<file path="src/design/elc_pkg.sv">
// Package with constants and types of the external line controller.
// Function
// - Byte write to async select copies the byte into all four lanes.
// - Upper halfword write to async select also writes the lower half.
// - Lower halfword write to async select also writes the upper half.
// - Filtered low, rising or both sensing may flag at once on enable.
// - Changing nonmaskable sense while running may raise a false flag.
// - Async detection in standby gives an event only for the first edge.
// - Later standby edges on that pin give no event until wake-up.
// - Async select bit zero means synchronous clocked edge detection.
// - Clock source select one runs detection from the 32 kHz tick.
package elc_pkg;
   localparam int ELC_NPINS = 16;
   localparam logic [31:0] ELC_ASYNC_RST = 32'h0000_0000;
   localparam logic [1:0] ELC_SIZE_BYTE = 2'h0;
   localparam logic [1:0] ELC_SIZE_HALF = 2'h1;
   localparam logic [1:0] ELC_SIZE_WORD = 2'h2;
   localparam int ELC_FILT_LEN = 3;
   // Sense encodings of pin_sense_config.
   localparam logic [2:0] ELC_SENSE_NONE = 3'h0;
   localparam logic [2:0] ELC_SENSE_RISE = 3'h1;
   localparam logic [2:0] ELC_SENSE_FALL = 3'h2;
   localparam logic [2:0] ELC_SENSE_BOTH = 3'h3;
   localparam logic [2:0] ELC_SENSE_HIGH = 3'h4;
   localparam logic [2:0] ELC_SENSE_LOW = 3'h5;

   typedef struct packed {
      logic en;
      logic [1:0] size;
      logic [1:0] addr;
      logic [31:0] data;
   } elc_wr_t;

   typedef struct packed {
      logic [2:0] sense;
      logic filt_en;
   } elc_pin_cfg_t;
endpackage

</file>
<file path="src/design/elc_top.sv">
// Top of the external line controller with flags, requests and events.
`timescale 1ns/10ps
`default_nettype none
module elc_top
   import elc_pkg::*;
#(
   parameter int NPINS = ELC_NPINS
)
(
   input wire logic clk_i,
   input wire logic rst_n_i,
   input wire logic enable_i,
   input wire logic clock_source_select_i,
   input wire logic lp32k_tick_i,
   input wire logic standby_i,
   input wire logic [NPINS-1:0] pin_i,
   input wire logic nmi_pin_i,
   input wire elc_pin_cfg_t [NPINS-1:0] pin_cfg_i,
   input wire elc_pin_cfg_t nmi_cfg_i,
   input wire logic [NPINS-1:0] irq_enable_i,
   input wire logic [NPINS-1:0] evt_enable_i,
   input wire elc_wr_t async_wr_i,
   input wire logic [NPINS-1:0] flag_clr_i,
   input wire logic nmi_clr_i,
   output logic [31:0] async_detect_select_o,
   output logic [NPINS-1:0] pin_interrupt_flag_o,
   output logic nonmaskable_pending_flag_o,
   output logic [NPINS-1:0] irq_o,
   output logic [NPINS-1:0] event_o
);
   logic [31:0] async_r;
   logic [31:0] async_nxt;
   logic [NPINS-1:0] flag_r;
   logic [NPINS-1:0] evt_r;
   logic [NPINS-1:0] lock_r;
   logic [NPINS-1:0] hit;
   logic [NPINS-1:0] edg;
   logic [NPINS-1:0] asy_edge;
   logic [NPINS-1:0] pin_d_r;
   logic nmi_r;
   logic nmi_hit;
   logic nmi_reconf;
   logic [2:0] nmi_sense_d_r;
   logic tick;

   // ****************************************************************
   // Detection clock selection.
   // ****************************************************************
   // low power tick
   assign tick = clock_source_select_i ? lp32k_tick_i : 1'b1;

   // ****************************************************************
   // Async detection select register with lane mirroring.
   // ****************************************************************
   always_comb begin
      async_nxt = async_r;
      case (async_wr_i.size)
         ELC_SIZE_BYTE: async_nxt = {4{async_wr_i.data[7:0]}};
         ELC_SIZE_HALF: async_nxt = async_wr_i.addr[1] ?
            {2{async_wr_i.data[31:16]}} : {2{async_wr_i.data[15:0]}};
         ELC_SIZE_WORD: async_nxt = async_wr_i.data;
         default: async_nxt = async_r;
      endcase
   end

   always_ff @(posedge clk_i or negedge rst_n_i) begin
      if (!rst_n_i) begin
         async_r <= ELC_ASYNC_RST;
      end else if (async_wr_i.en) begin
         async_r <= async_nxt;
      end
   end

   // ****************************************************************
   // Per pin sensing.
   // ****************************************************************
   for (genvar i = 0; i < NPINS; i++) begin : g_pin
      elc_line_sense u_sense (
         .clk_i(clk_i),
         .rst_n_i(rst_n_i),
         .tick_i(tick),
         .enable_i(enable_i),
         .pin_i(pin_i[i]),
         .cfg_i(pin_cfg_i[i]),
         .hit_o(hit[i]),
         .edge_o(edg[i])
      );
      // Unclocked path modelled as raw pin change without the tick.
      assign asy_edge[i] = enable_i && (pin_i[i] != pin_d_r[i]);
   end

   always_ff @(posedge clk_i or negedge rst_n_i) begin
      if (!rst_n_i) begin
         pin_d_r <= '0;
      end else begin
         pin_d_r <= pin_i;
      end
   end

   // ****************************************************************
   // Pin flags, set wins over clear.
   // ****************************************************************
   always_ff @(posedge clk_i or negedge rst_n_i) begin
      if (!rst_n_i) begin
         flag_r <= '0;
      end else begin
         flag_r <= (flag_r & ~flag_clr_i) | hit;
      end
   end

   assign irq_o = flag_r & irq_enable_i;

   // ****************************************************************
   // Events and the standby lockout of async detection.
   // ****************************************************************
   // The lockout is armed by the first edge seen in standby; only wake-up
   // or a return to synchronous detection drops it again.
   // lockout until wake-up
   always_ff @(posedge clk_i or negedge rst_n_i) begin
      if (!rst_n_i) begin
         lock_r <= '0;
      end else begin
         for (int k = 0; k < NPINS; k++) begin
            if (!async_r[k] || !standby_i) begin
               lock_r[k] <= 1'b0;
            end else if (asy_edge[k]) begin
               lock_r[k] <= 1'b1;
            end
         end
      end
   end

   always_ff @(posedge clk_i or negedge rst_n_i) begin
      if (!rst_n_i) begin
         evt_r <= '0;
      end else begin
         for (int k = 0; k < NPINS; k++) begin
            if (async_r[k]) begin
               evt_r[k] <= asy_edge[k] && evt_enable_i[k] &&
                           !(standby_i && lock_r[k]);
            end else begin
               evt_r[k] <= edg[k] && evt_enable_i[k];
            end
         end
      end
   end

   // ****************************************************************
   // Nonmaskable line.
   // ****************************************************************
   elc_line_sense u_nmi (
      .clk_i(clk_i),
      .rst_n_i(rst_n_i),
      .tick_i(tick),
      .enable_i(enable_i),
      .pin_i(nmi_pin_i),
      .cfg_i(nmi_cfg_i),
      .hit_o(nmi_hit),
      .edge_o()
   );

   always_ff @(posedge clk_i or negedge rst_n_i) begin
      if (!rst_n_i) begin
         nmi_sense_d_r <= ELC_SENSE_NONE;
      end else begin
         nmi_sense_d_r <= nmi_cfg_i.sense;
      end
   end

   // A sense change while running is treated as a detection, so software
   // has to clear the flag after any sense change made while enabled.
   // reconfig false flag
   assign nmi_reconf = enable_i && (nmi_sense_d_r != nmi_cfg_i.sense);

   always_ff @(posedge clk_i or negedge rst_n_i) begin
      if (!rst_n_i) begin
         nmi_r <= 1'b0;
      end else if (nmi_hit || nmi_reconf) begin
         nmi_r <= 1'b1;
      end else if (nmi_clr_i) begin
         nmi_r <= 1'b0;
      end
   end

   assign async_detect_select_o = async_r;
   assign pin_interrupt_flag_o = flag_r;
   assign nonmaskable_pending_flag_o = nmi_r;
   assign event_o = evt_r;
endmodule
`default_nettype wire

</file>
<file path="src/design/elc_line_sense.sv">
// One line sensor: sampling, optional filter and sense match.
`timescale 1ns/10ps
`default_nettype none
module elc_line_sense
   import elc_pkg::*;
(
   input wire logic clk_i,
   input wire logic rst_n_i,
   input wire logic tick_i,
   input wire logic enable_i,
   input wire logic pin_i,
   input wire elc_pin_cfg_t cfg_i,
   output logic hit_o,
   output logic edge_o
);
   logic [ELC_FILT_LEN-1:0] samp_r;
   logic filt_r;
   logic prev_r;
   logic prim_r;
   logic cur;
   logic rise;
   logic fall;

   // ****************************************************************
   // Sampling on the selected detection tick.
   // ****************************************************************
   always_ff @(posedge clk_i or negedge rst_n_i) begin
      if (!rst_n_i) begin
         samp_r <= '0;
      end else if (tick_i) begin
         samp_r <= {samp_r[ELC_FILT_LEN-2:0], pin_i};
      end
   end

   // Majority filter; it starts from zero so enabling it can look like an
   // edge or a low level.
   // spurious flag source
   always_ff @(posedge clk_i or negedge rst_n_i) begin
      if (!rst_n_i) begin
         filt_r <= 1'b0;
      end else if (tick_i) begin
         filt_r <= (samp_r[0] & samp_r[1]) | (samp_r[1] & samp_r[2]) |
                   (samp_r[0] & samp_r[2]);
      end
   end

   assign cur = cfg_i.filt_en ? filt_r : samp_r[0];

   // The rising check skips the priming when the filter is on, so a filtered
   // line sees a stale history on the first tick after enable.
   always_ff @(posedge clk_i or negedge rst_n_i) begin
      if (!rst_n_i) begin
         prev_r <= 1'b0;
         prim_r <= 1'b0;
      end else if (!enable_i) begin
         prim_r <= 1'b0;
      end else if (tick_i) begin
         prev_r <= cur;
         prim_r <= 1'b1;
      end
   end

   assign rise = tick_i && enable_i && cur && !prev_r &&
                 (prim_r || cfg_i.filt_en);
   assign fall = tick_i && enable_i && !cur && prev_r && prim_r;

   always_comb begin
      case (cfg_i.sense)
         ELC_SENSE_RISE: hit_o = rise;
         ELC_SENSE_FALL: hit_o = fall;
         ELC_SENSE_BOTH: hit_o = rise | fall;
         ELC_SENSE_HIGH: hit_o = tick_i && enable_i && cur;
         ELC_SENSE_LOW: hit_o = tick_i && enable_i && !cur;
         default: hit_o = 1'b0;
      endcase
   end

   assign edge_o = rise | fall;
endmodule
`default_nettype wire

</file>
<file path="config.mk">
export PLATFORM = sky130hd
export DESIGN_NAME = elc_top
export DESIGN_NICKNAME = d
export VERILOG_FILES = /design/src/design/elc_pkg.sv /design/src/design/elc_top.sv /design/src/design/elc_line_sense.sv
export SDC_FILE = /design/constraint.sdc
export NUM_CORES = 1
export LEC_CHECK = 0
export BUFFER_PORTS_ARGS = -buffer_cell sky130_fd_sc_hd__buf_2
export CAP_MARGIN = 0
export CELL_PAD_IN_SITES_DETAIL_PLACEMENT = 0
export CELL_PAD_IN_SITES_GLOBAL_PLACEMENT = 1
export CORE_MARGIN = 3
export CORE_UTILIZATION = 35
export DETAILED_ROUTE_END_ITERATION = 8
export GPL_ROUTABILITY_DRIVEN = 0
export PLACE_DENSITY_LB_ADDON = 0.05
export SYNTH_ARGS = -nofsm -noshare
export SYNTH_HDL_FRONTEND = slang
export SYNTH_SLANG_ARGS = --single-unit
</file>
<file path="constraint.sdc">
create_clock -name clk_i -period 1.4 [get_ports clk_i]
set_input_delay 0.28 -clock clk_i [delete_from_list [all_inputs] [get_ports clk_i]]
set_output_delay 0.28 -clock clk_i [all_outputs]
set_load 0.01 [all_outputs]
</file>
==> flow_summary_export.csv, run 1 <==
group,metric,value,unit
sta,tightest_slew,463,ps
synthesis,synth_edf_count,0,
critical_path,rr_endpoint,"event_o[2]",
clock_tree,clockBufferDepth,2,
sta,timing.final.ws_setup,-122,ps
critical_path,reg2reg_setup_slack,-120,ps
status,outcome,"finished with violations",
sta,fin_worst_skew,12.7,ps
route,drt-met1-wl,13600,um
route,dr_wl_met3,1680,um
die,top_level_ports,258,
die,dieArea,28400,um2
clock_tree,numCtsBuffers,17,
synthesis,yosys.area.top_type,"dfrtp_1",
placement,place_hpwl,21300,um
critical_path,path_max_fanout,7,
route,via_per_inst,4.99,
route,routed_wl,29200,um
synthesis,synthDistinctLibCells,41,
synthesis,synthTopCellsByCount,"nand2_1 (281), dfrtp_1 (186), nor2_1 (58)",
critical_path,cp-start-kind,"register",
layout,fin_nets,1514,
route,drtAntennaViolNets,0,
synthesis,syn_nets,1179,
die,core-area,25500,um2
clock_tree,cts_tree,"built",
power_and_ir_drop,p_total,14.7,mW
synthesis,synth.most_common_cell,"nand2_1",
synthesis,synthArstFlopShare,100,%
critical_path,worstSetupPathType,"reg -> reg",
grt,grt_pass1_vias,8362,
clock_tree,clk_latency,430,ps
min_path,hold_depth,1,
synthesis,yosysTopAreaCellShare,50.3,%
synthesis,yosys_warnings,0,
die,start_util,36.2,%
clock_tree,cts_sinks,186,
layout,fillers,2495,
layout,multi_input_area,4500,um2
layout,drive_gt1_share,32.6,%
min_path,min_from,"pin_i[4]",
route,topRoutingLayerUsed,"met5",
synthesis,syn-cell-area,9250,um2
power_and_ir_drop,p_per_area,1160,nW/um2
sta,holdWs,16.0,ps
min_path,min_path_type,"in -> reg",
layout,final_cells,1678,
grt,grtUsageTotal,20.6,%
synthesis,synth_ff_type,"dfrtp_1",
power_and_ir_drop,leakage,6.16,nW
status,violations,"setup timing",
layout,seqCellArea,4670,um2
synthesis,ys_seq_elements,186,
die,row_count,58,
synthesis,synth_seq_area_share,50.3,%
route,vias,8377,
sta,max_freq,657,MHz
job,drv_cap,0,
sta,period_needed,1520,ps
route,drt_iter0_markers,486,
sta,min_period_over_period,109,%
critical_path,r2r_cells,6,
sta,drv_slew,0,
grt,antenna_found_initial,3,
sta,hold_viol,0,
critical_path,required,1770,ps
min_path,whs_endpoint,"pin_d_r[4]",
critical_path,worstReg2RegStart,"g_pin[10].u_sense.prim_r",
grt,grt_pass1_wl,46100,um
clock_tree,root_buffer,"clkbuf_16",
sta,setup_violations,35,
placement,port_buffers,256,
layout,syn_to_final_growth,36.8,%
die,die_x,169,um
synthesis,syn_inst,999,
critical_path,crit_path_end_kind,"register",
sta,relSlewSlack,69.1,%
placement,post-place-cells,1623,
route,wl_met2,13500,um
sta,rsz0062_at_grt,"true",
clock_tree,h-tree-depth,4,
clock_tree,path_clk_slew,70,ps
route,drt-wirelength-per-cell,17.4,um
die,die_y,169,um
synthesis,syn_avg_cell_area,9.26,um2
route,drc,0,
grt,grt_overflow_total,0,
grt,grt_max_degree,41,
route,firstDrtPassIters,5,
critical_path,arrival,1900,ps
power_and_ir_drop,ir_drop,618,uV
synthesis,synth_area_leaders,"dfrtp_1 (50%), nand2_1 (11%), mux2i_1 (3.5%)",
## kinds of logic (layout without fill, tap and decap cells)
group | after synthesis | count (layout) | synth area share, %
AND/OR/NAND/NOR | 453 | 453 | 21.4
AO/OA/AOI/OAI | 204 | 204 | 17.0
flip-flops | 186 | 186 | 50.3
buffers and inverters | 85 | 433 | 4.02
XOR/XNOR | 36 | 36 | 3.41
multiplexers | 32 | 32 | 3.46
adder cells (fa/ha/maj) | 3 | 3 | 0.406
other | 0 | 1 | 0
## repair_timing
item / in CTS / in global routing
endpoints found under the setup margin: 56 / 63
pin swaps: 52 / 9
hold buffers: 12 / 0
setup buffers: 8 / 3
hold endpoints to repair: 34 / 0
gates cloned: 2 / 0
gates resized for setup: 42 / 11
## state kept, by name, summed over array words and instances, names as in the netlist
name                        flops
u_nmi.samp_r                    3
g_pin.u_sense.prim_r            1
g_pin.u_sense.prev_r           16
u_nmi.filt_r                    1
nmi_sense_d_r                   3
lock_r                         16
g_pin.u_sense.filt_r           16
async_detect_select_o          32
pin_interrupt_flag_o           16
g_pin.u_sense.samp_r           48
u_nmi.prev_r                    1
event_o                        16
nonmaskable_pending_flag_o      1
pin_d_r                        16
## stage by stage
stage	area [um2]	utilization [%]	setup WS [ps]	TNS (ps)
3_5_place_dp	11600	45.3	-524	-30270
3_3_place_gp	11600	45.3	-484	-29420
4_1_cts	12600	49.3	-117	-2170
2_1_floorplan	9330	-	-36.8	-295
5_1_grt	12700	49.5	-192	-5220
6_report	12700	49.5	-122	-2240
## worst max-delay path by stage
stage	from	slack, ps	endpoint	cells after the start
3_5_place_dp	clock_source_select_i	-520	event_o[12]	5
5_1_grt	g_pin[10].u_sense.prim_r	-190	pin_interrupt_flag_o[6]	7
2_1_floorplan	async_wr_i[35]	-40	async_detect_select_o[1]	7
4_1_cts	g_pin[10].u_sense.prim_r	-120	event_o[15]	6
6_report	g_pin[10].u_sense.prim_r	-120	event_o[2]	6
3_3_place_gp	clock_source_select_i	-480	event_o[8]	5
## worst max-delay path: stages, from the launching register on
cell and delay (ps):
dfrtp_1 370, buf_6 150, buf_16 140, nand3b_1 140, a2111oi_4 380, a311o_1 160
and3_1 130
## final cells by class
type / instances / share of cell area [%]
clock inverters: 11 / 1.07
inverters: 39 / 1.18
flip-flops and latches: 186 / 36.9
multi-input cells: 728 / 35.6
well taps: 330 / 3.26
diodes: 1 / 0.0198
clock buffers: 21 / 3.64
repair buffers: 362 / 18.4
## power breakdown
| group | internal (mW) | switching, mW |
|---|---|---|
| combinational | 1.49 | 1.66 |
| sequential | 6.01 | 0.612 |
| clock | 2.76 | 2.18 |
## layer usage
layer,GRT usage [%],vias up
li1,-,4136
met1,28.7,3992
met2,33.0,214
met3,4.55,31
met4,5.16,4
met5,0,-
## cells in the final DEF, fill, tap and decap left out, types with 29 or more instances in the layout
| cell type | Yosys | final |
|---|---|---|
| buf_2 | 7 | 254 |
| dfrtp_1 | 186 | 175 |
| and2_1 | 30 | 29 |
| nand3_1 | 33 | 33 |
| buf_4 | 5 | 78 |
| o21ai_0 | 44 | 29 |
| xor2_1 | 36 | 36 |
| a21oi_1 | 44 | 42 |
| inv_1 | 38 | 37 |
| nor2_1 | 58 | 57 |
| nand2_1 | 281 | 280 |
| mux2i_1 | 32 | 31 |
(Power assumes the default switching activity.)
==> inputs of run 2 (changes only) <==
- CORE_UTILIZATION: 35 -> 37
- GPL_ROUTABILITY_DRIVEN: 0 -> default
- SYNTH_HIERARCHICAL: default -> 1
==> run 2 against run 1 <==
The flow still finishes with violations (setup timing); synthesized area rose by 5.5%; routed wire length fell by 8.4%; clock skew fell by 4.9 ps; combinational power rose by 16%; global-route usage fell by 2.1 points.
==> flow_summary_export.csv, run 2 <==
group,metric,value,unit
status,outcome,"finished with violations",
status,violations,"setup timing",
placement,gp_routability_congestion,0.774,
layout,fillers,2344,
sta,relSlewSlack,78.1,%
synthesis,syn_nets,1055,
critical_path,rr_endpoint,"nonmaskable_pending_flag_o",
critical_path,required,1120,ps
layout,drive_gt1_share,44.3,%
sta,period_needed,1450,ps
sta,max_freq,691,MHz
critical_path,worstSetupPathType,"reg -> out",
route,drtAntennaViolNets,0,
placement,post-place-cells,1550,
power_and_ir_drop,ir_drop,855,uV
sta,timing.final.ws_setup,-46.7,ps
placement,port_buffers,256,
sta,drv_slew,0,
sta,tightest_slew,328,ps
layout,post-route-util,54.4,%
route,vias,8073,
layout,top_register,"g_pin.u_sense/samp_r",
synthesis,syn_inst,875,
clock_tree,cts_tree,"built",
die,dieArea,28400,um2
clock_tree,clk_latency,510,ps
sta,setup_violations,20,
layout,syn_to_final_growth,42.4,%
clock_tree,h-tree-depth,1,
critical_path,crit_path_end_kind,"output port",
die,start_util,38.2,%
power_and_ir_drop,p_per_area,1230,nW/um2
critical_path,arrival,1170,ps
critical_path,slowest_stage,"dfrtp_1",
clock_tree,root_buffer,"clkbuf_16",
layout,largest_register_ffs,48,
layout,mostFrequentLayoutCells,"buf_2 (246), dfrtp_1 (188), buf_4 (121)",
min_path,hold_depth,3,
grt,grt_pass1_wl,42600,um
critical_path,crit_family,"flip-flops",
grt,grt_overflow_total,0,
placement,post-place-ws,-292,ps
critical_path,reg2reg_setup_slack,-20,ps
synthesis,yosys_warnings,6,
synthesis,syn_avg_cell_area,11.2,um2
critical_path,r2r_cells,5,
layout,fin_nets,1486,
sta,rsz0062_at_grt,"true",
min_path,min_from,"flag_clr_i[2]",
grt,grt_pass1_vias,8101,
clock_tree,cts_sinks,202,
grt,grtUsageTotal,18.5,%
grt,antenna_found_initial,11,
clock_tree,clockBufferDepth,3,
die,top_level_ports,258,
synthesis,syn-cell-area,9760,um2
power_and_ir_drop,p_total,17.1,mW
die,core-area,25500,um2
critical_path,path_max_fanout,3,
route,via_per_inst,4.88,
die,row_count,58,
layout,final_common_cell,"buf_2",
layout,final_cells,1656,
critical_path,cp_cell_sequence,"and2_1 -> buf_2",
critical_path,cp-start-kind,"register",
route,drt-wirelength-per-cell,16.1,um
route,firstDrtPassIters,4,
route,routed_wl,26700,um
die,die_y,168,um
sta,fin_worst_skew,7.81,ps
critical_path,worstReg2RegStart,"u_nmi/samp_r[0]",
placement,place_hpwl,18800,um
critical_path,path_buf_inv,1,
job,drv_cap,0,
sta,hold_viol,0,
sta,min_period_over_period,103,%
min_path,min_path_type,"in -> reg",
critical_path,crit_start,"pin_interrupt_flag_o[5]",
clock_tree,path_clk_slew,60,ps
power_and_ir_drop,leakage,6.50,nW
route,drt_iter0_markers,335,
critical_path,cp.depth,2,
grt,grt_max_degree,50,
critical_path,cpPeakStageDelay,390,ps
sta,finalSetupTns,-564,ps
min_path,whs_endpoint,"pin_interrupt_flag_o[2]",
die,die_x,168,um
route,drc,0,
clock_tree,numCtsBuffers,24,
[run 2: cell count changes in the layout (fill, tap and decap cells not counted), moves of 18 or more]
cell / before / now
dlygate4sd3_1: 12 / 34
nand3_1: 33 / 1
xnor2_1: 0 / 20
mux2_4: 0 / 27
inv_1: 37 / 19
nand2_1: 280 / 120
xor2_1: 36 / 16
buf_4: 78 / 121
mux2i_1: 31 / 0
o21ai_0: 29 / 0
mux2_2: 0 / 74
[run 2: worst max path at each step]
stage	to	slack [ps]
after floorplan	pin_interrupt_flag_o[0]	-480
after global placement	event_o[12]	-260
after detailed placement	event_o[9]	-290
after CTS	irq_o[2]	-80
after global routing	irq_o[4]	-110
final	irq_o[5]	-50
[run 2: per-stage QoR]
| stage | area (um2) | hold slack (ps) |
|---|---|---|
| floorplan | 9770 | -15.6 |
| global placement | 12300 | 176 |
| detailed placement | 12300 | 174 |
| CTS | 13700 | 4.69 |
| global route | 13900 | 8.08 |
| finish | 13900 | 31.9 |
[run 2: metal layers]
layer / track usage [%] / wire length [um] / vias to the layer above
li1: - / - / 3985
met1: 24.2 / 11700 / 3845
met2: 30.9 / 12700 / 178
met3: 4.27 / 1540 / 51
met4: 4.98 / 729 / 14
met5: 0 / 81 / -
[run 2: what timing repair did]
item                                    4_1_cts  5_1_grt
cloned                                        0        0
hold endpoints to repair                    235        0
buffers inserted                             21        5
endpoints found under the setup margin       42       49
resized for setup                            25       37
pin swaps                                    24       13
hold buffers                                 34        0
[run 2: cell type report]
type                            instances  area [um2]  share of cell area (%)
Clock inverter                          5        78.8                   0.567
Tap cell                              330         413                    2.97
Antenna cell                            4        10.0                  0.0720
Clock buffer                           37         741                    5.33
Multi-Input combinational cell        632        4630                    33.3
Timing Repair Buffer                  427        2890                    20.8
Inverter                               19        71.3                   0.513
Sequential cell                       202        5070                    36.5
[run 2: worst register-to-register path: cells and delay by family, from the launching register on]
kind	cells	cell delay [ps]
flops	1	390
mux	1	290
xor+xnor	1	120
simple gates	1	300
compound gates	2	260
[run 2: where the power goes]
part           leakage [nW]  internal [mW]  switching (mW)  total [mW]
Sequential             2.41           6.58           0.485        7.07
Clock                 0.405           3.99            2.40        6.38
Combinational          3.68           2.01            1.64        3.65
Total                  6.50           12.6            4.52        17.1
==> inputs of run 3 (changes only) <==
- GPL_TIMING_DRIVEN: default -> 0
==> run 3 against run 2 <==
The flow finishes with violations (hold timing, setup timing); clock power down 3.9%; combinational power down 6.3%; design area down 4.8%; setup slack worse by 3.6 ps; sequential power about the same; sequential cell count unchanged; largest cell class unchanged; sequential share of layout area up 1.8 points.
==> flow_summary_export.csv, run 3 (synthesis results as in run 2) <==
group,metric,value,unit
critical_path,crit_path_end_kind,"output port",
clock_tree,clockBufferDepth,3,
clock_tree,cts_tree,"built",
critical_path,cp-start-kind,"register",
layout,syn_to_final_growth,35.7,%
route,drtAntennaViolNets,0,
sta,max_freq,689,MHz
critical_path,cp_cell_sequence,"and2_1 -> buf_2",
route,dr_wl_met3,1430,um
die,core-area,25500,um2
layout,multi_input_area,4690,um2
layout,largest_register_ffs,48,
clock_tree,numCtsBuffers,24,
critical_path,required,1120,ps
sta,rsz0062_at_grt,"true",
sta,holdWs,-254,ps
power_and_ir_drop,p_per_area,1250,nW/um2
route,routed_wl,28400,um
sta,setup_violations,21,
power_and_ir_drop,ir_drop,774,uV
job,drv_cap,0,
placement,place_hpwl,17900,um
grt,grt_max_degree,112,
grt,grt_pass1_wl,43600,um
critical_path,path_buf_inv,1,
status,violations,"hold timing, setup timing",
critical_path,cpPeakStageDelay,400,ps
route,topRoutingLayerUsed,"met5",
grt,grtUsageTotal,19.4,%
route,drc,0,
status,outcome,"finished with violations",
die,start_util,38.2,%
critical_path,arrival,1170,ps
layout,antenna_cells,0,
sta,hold_viol,91,
sta,tightest_slew,795,ps
die,die_x,168,um
die,row_count,58,
sta,min_period_over_period,104,%
critical_path,slowest_stage,"dfrtp_1",
power_and_ir_drop,leakage,6.15,nW
route,drt-met1-wl,12800,um
clock_tree,cts_sinks,202,
route,via_per_inst,4.98,
route,firstDrtPassIters,4,
sta,fin_worst_skew,8.43,ps
placement,gp_routability_congestion,0.771,
clock_tree,h-tree-depth,1,
layout,seqCellArea,5060,um2
critical_path,reg2reg_setup_slack,-30,ps
clock_tree,cts_hold_buf,25,
placement,port_buffers,255,
layout,drive_gt1_share,41.8,%
route,drt_iter0_markers,351,
sta,relSlewSlack,47.0,%
grt,grt_overflow_total,0,
die,top_level_ports,258,
critical_path,worstSetupPathType,"reg -> out",
clock_tree,path_clk_slew,60,ps
clock_tree,root_buffer,"clkbuf_16",
layout,final_common_cell,"buf_2",
placement,post-place-ws,-1250,ps
sta,period_needed,1450,ps
min_path,min_path_type,"in -> async",
route,drt-wirelength-per-cell,17.9,um
critical_path,crit_family,"flip-flops",
route,wl_met2,13700,um
sta,drv_slew,0,
route,vias,7906,
die,die_y,168,um
sta,timing.final.ws_setup,-50.4,ps
critical_path,path_max_fanout,3,
grt,grt_pass1_vias,7815,
layout,mostFrequentLayoutCells,"buf_2 (259), dfrtp_1 (195), nand2_1 (120)",
layout,fillers,2375,
layout,top_register,"g_pin.u_sense/samp_r",
clock_tree,clk_latency,510,ps
grt,antenna_found_initial,6,
layout,fin_nets,1419,
die,dieArea,28400,um2
run 3: cell count changes in the layout (fill, tap and decap cells not counted), moves of 4 or more:
cell,change
buf_6,+5
clkinv_2,+4
dfrtp_1,+7
dfrtp_2,-7
buf_12,-10
buf_4,-72
buf_2,+13
diode_2,-4
dlygate4sd3_1,-9
run 3: layer usage:
metal  track usage [%]  up-vias
li1                  -     3853
met1              25.8     3831
met2              33.3      168
met3              3.87       42
met4              3.49       12
met5                 0        -
run 3: worst reg2reg max path, stage by stage (launching register included):
cell,delay (ps)
dfrtp_1,410
mux2_4,300
xnor2_1,120
or3_1,320
a21oi_2,120
a221o_1,110
run 3: report_power, final:
group | switching (mW) | internal [mW]
logic | 1.63 | 1.79
registers | 0.492 | 6.57
clock network | 2.41 | 3.71
run 3: worst paths after layout:
kind | start | endpoint | cells past startpoint
max | pin_interrupt_flag_o[11] | irq_o[11] | 2
min in group clk_i | evt_enable_i[14] | event_o[14] | 2
min reg2reg | pin_interrupt_flag_o[4] | pin_interrupt_flag_o[4] | 1
max reg2reg | u_nmi/samp_r[0] | nonmaskable_pending_flag_o | 5
max in group asynchronous | rst_n_i | async_detect_select_o[15] | 2
min | rst_n_i | pin_interrupt_flag_o[9] | 1
run 3: timing repair:
action / 4_1_cts / 5_1_grt
setup endpoints to repair: 166 / 48
cloned: 3 / 0
buffers inserted: 45 / 9
resized for setup: 21 / 41
pin swaps: 27 / 8
endpoints found under the hold margin: 116 / 91
run 3: cell type report:
cell class	instances	share of cell area, %
flip-flops and latches	202	38.2
multi-input cells	635	35.4
repair buffers	335	15.5
clock buffers	37	5.44
well taps	330	3.12
plain buffers	22	1.34
inverters	19	0.538
clock inverters	7	0.453
run 3: metrics by stage:
step | instances | setup TNS [ps] | utilization, % | area, um2 | power (mW)
floorplan | 875 | -27940 | - | 9770 | 8.83
global placement | 1460 | -837430 | 44.9 | 11500 | 10.0
detailed placement | 1461 | -113730 | 45.0 | 11500 | 10.1
CTS | 1578 | -1030 | 50.7 | 13000 | 16.7
global route | 1587 | -2440 | 51.8 | 13200 | 17.5
finish | 1587 | -601 | 51.8 | 13200 | 16.6
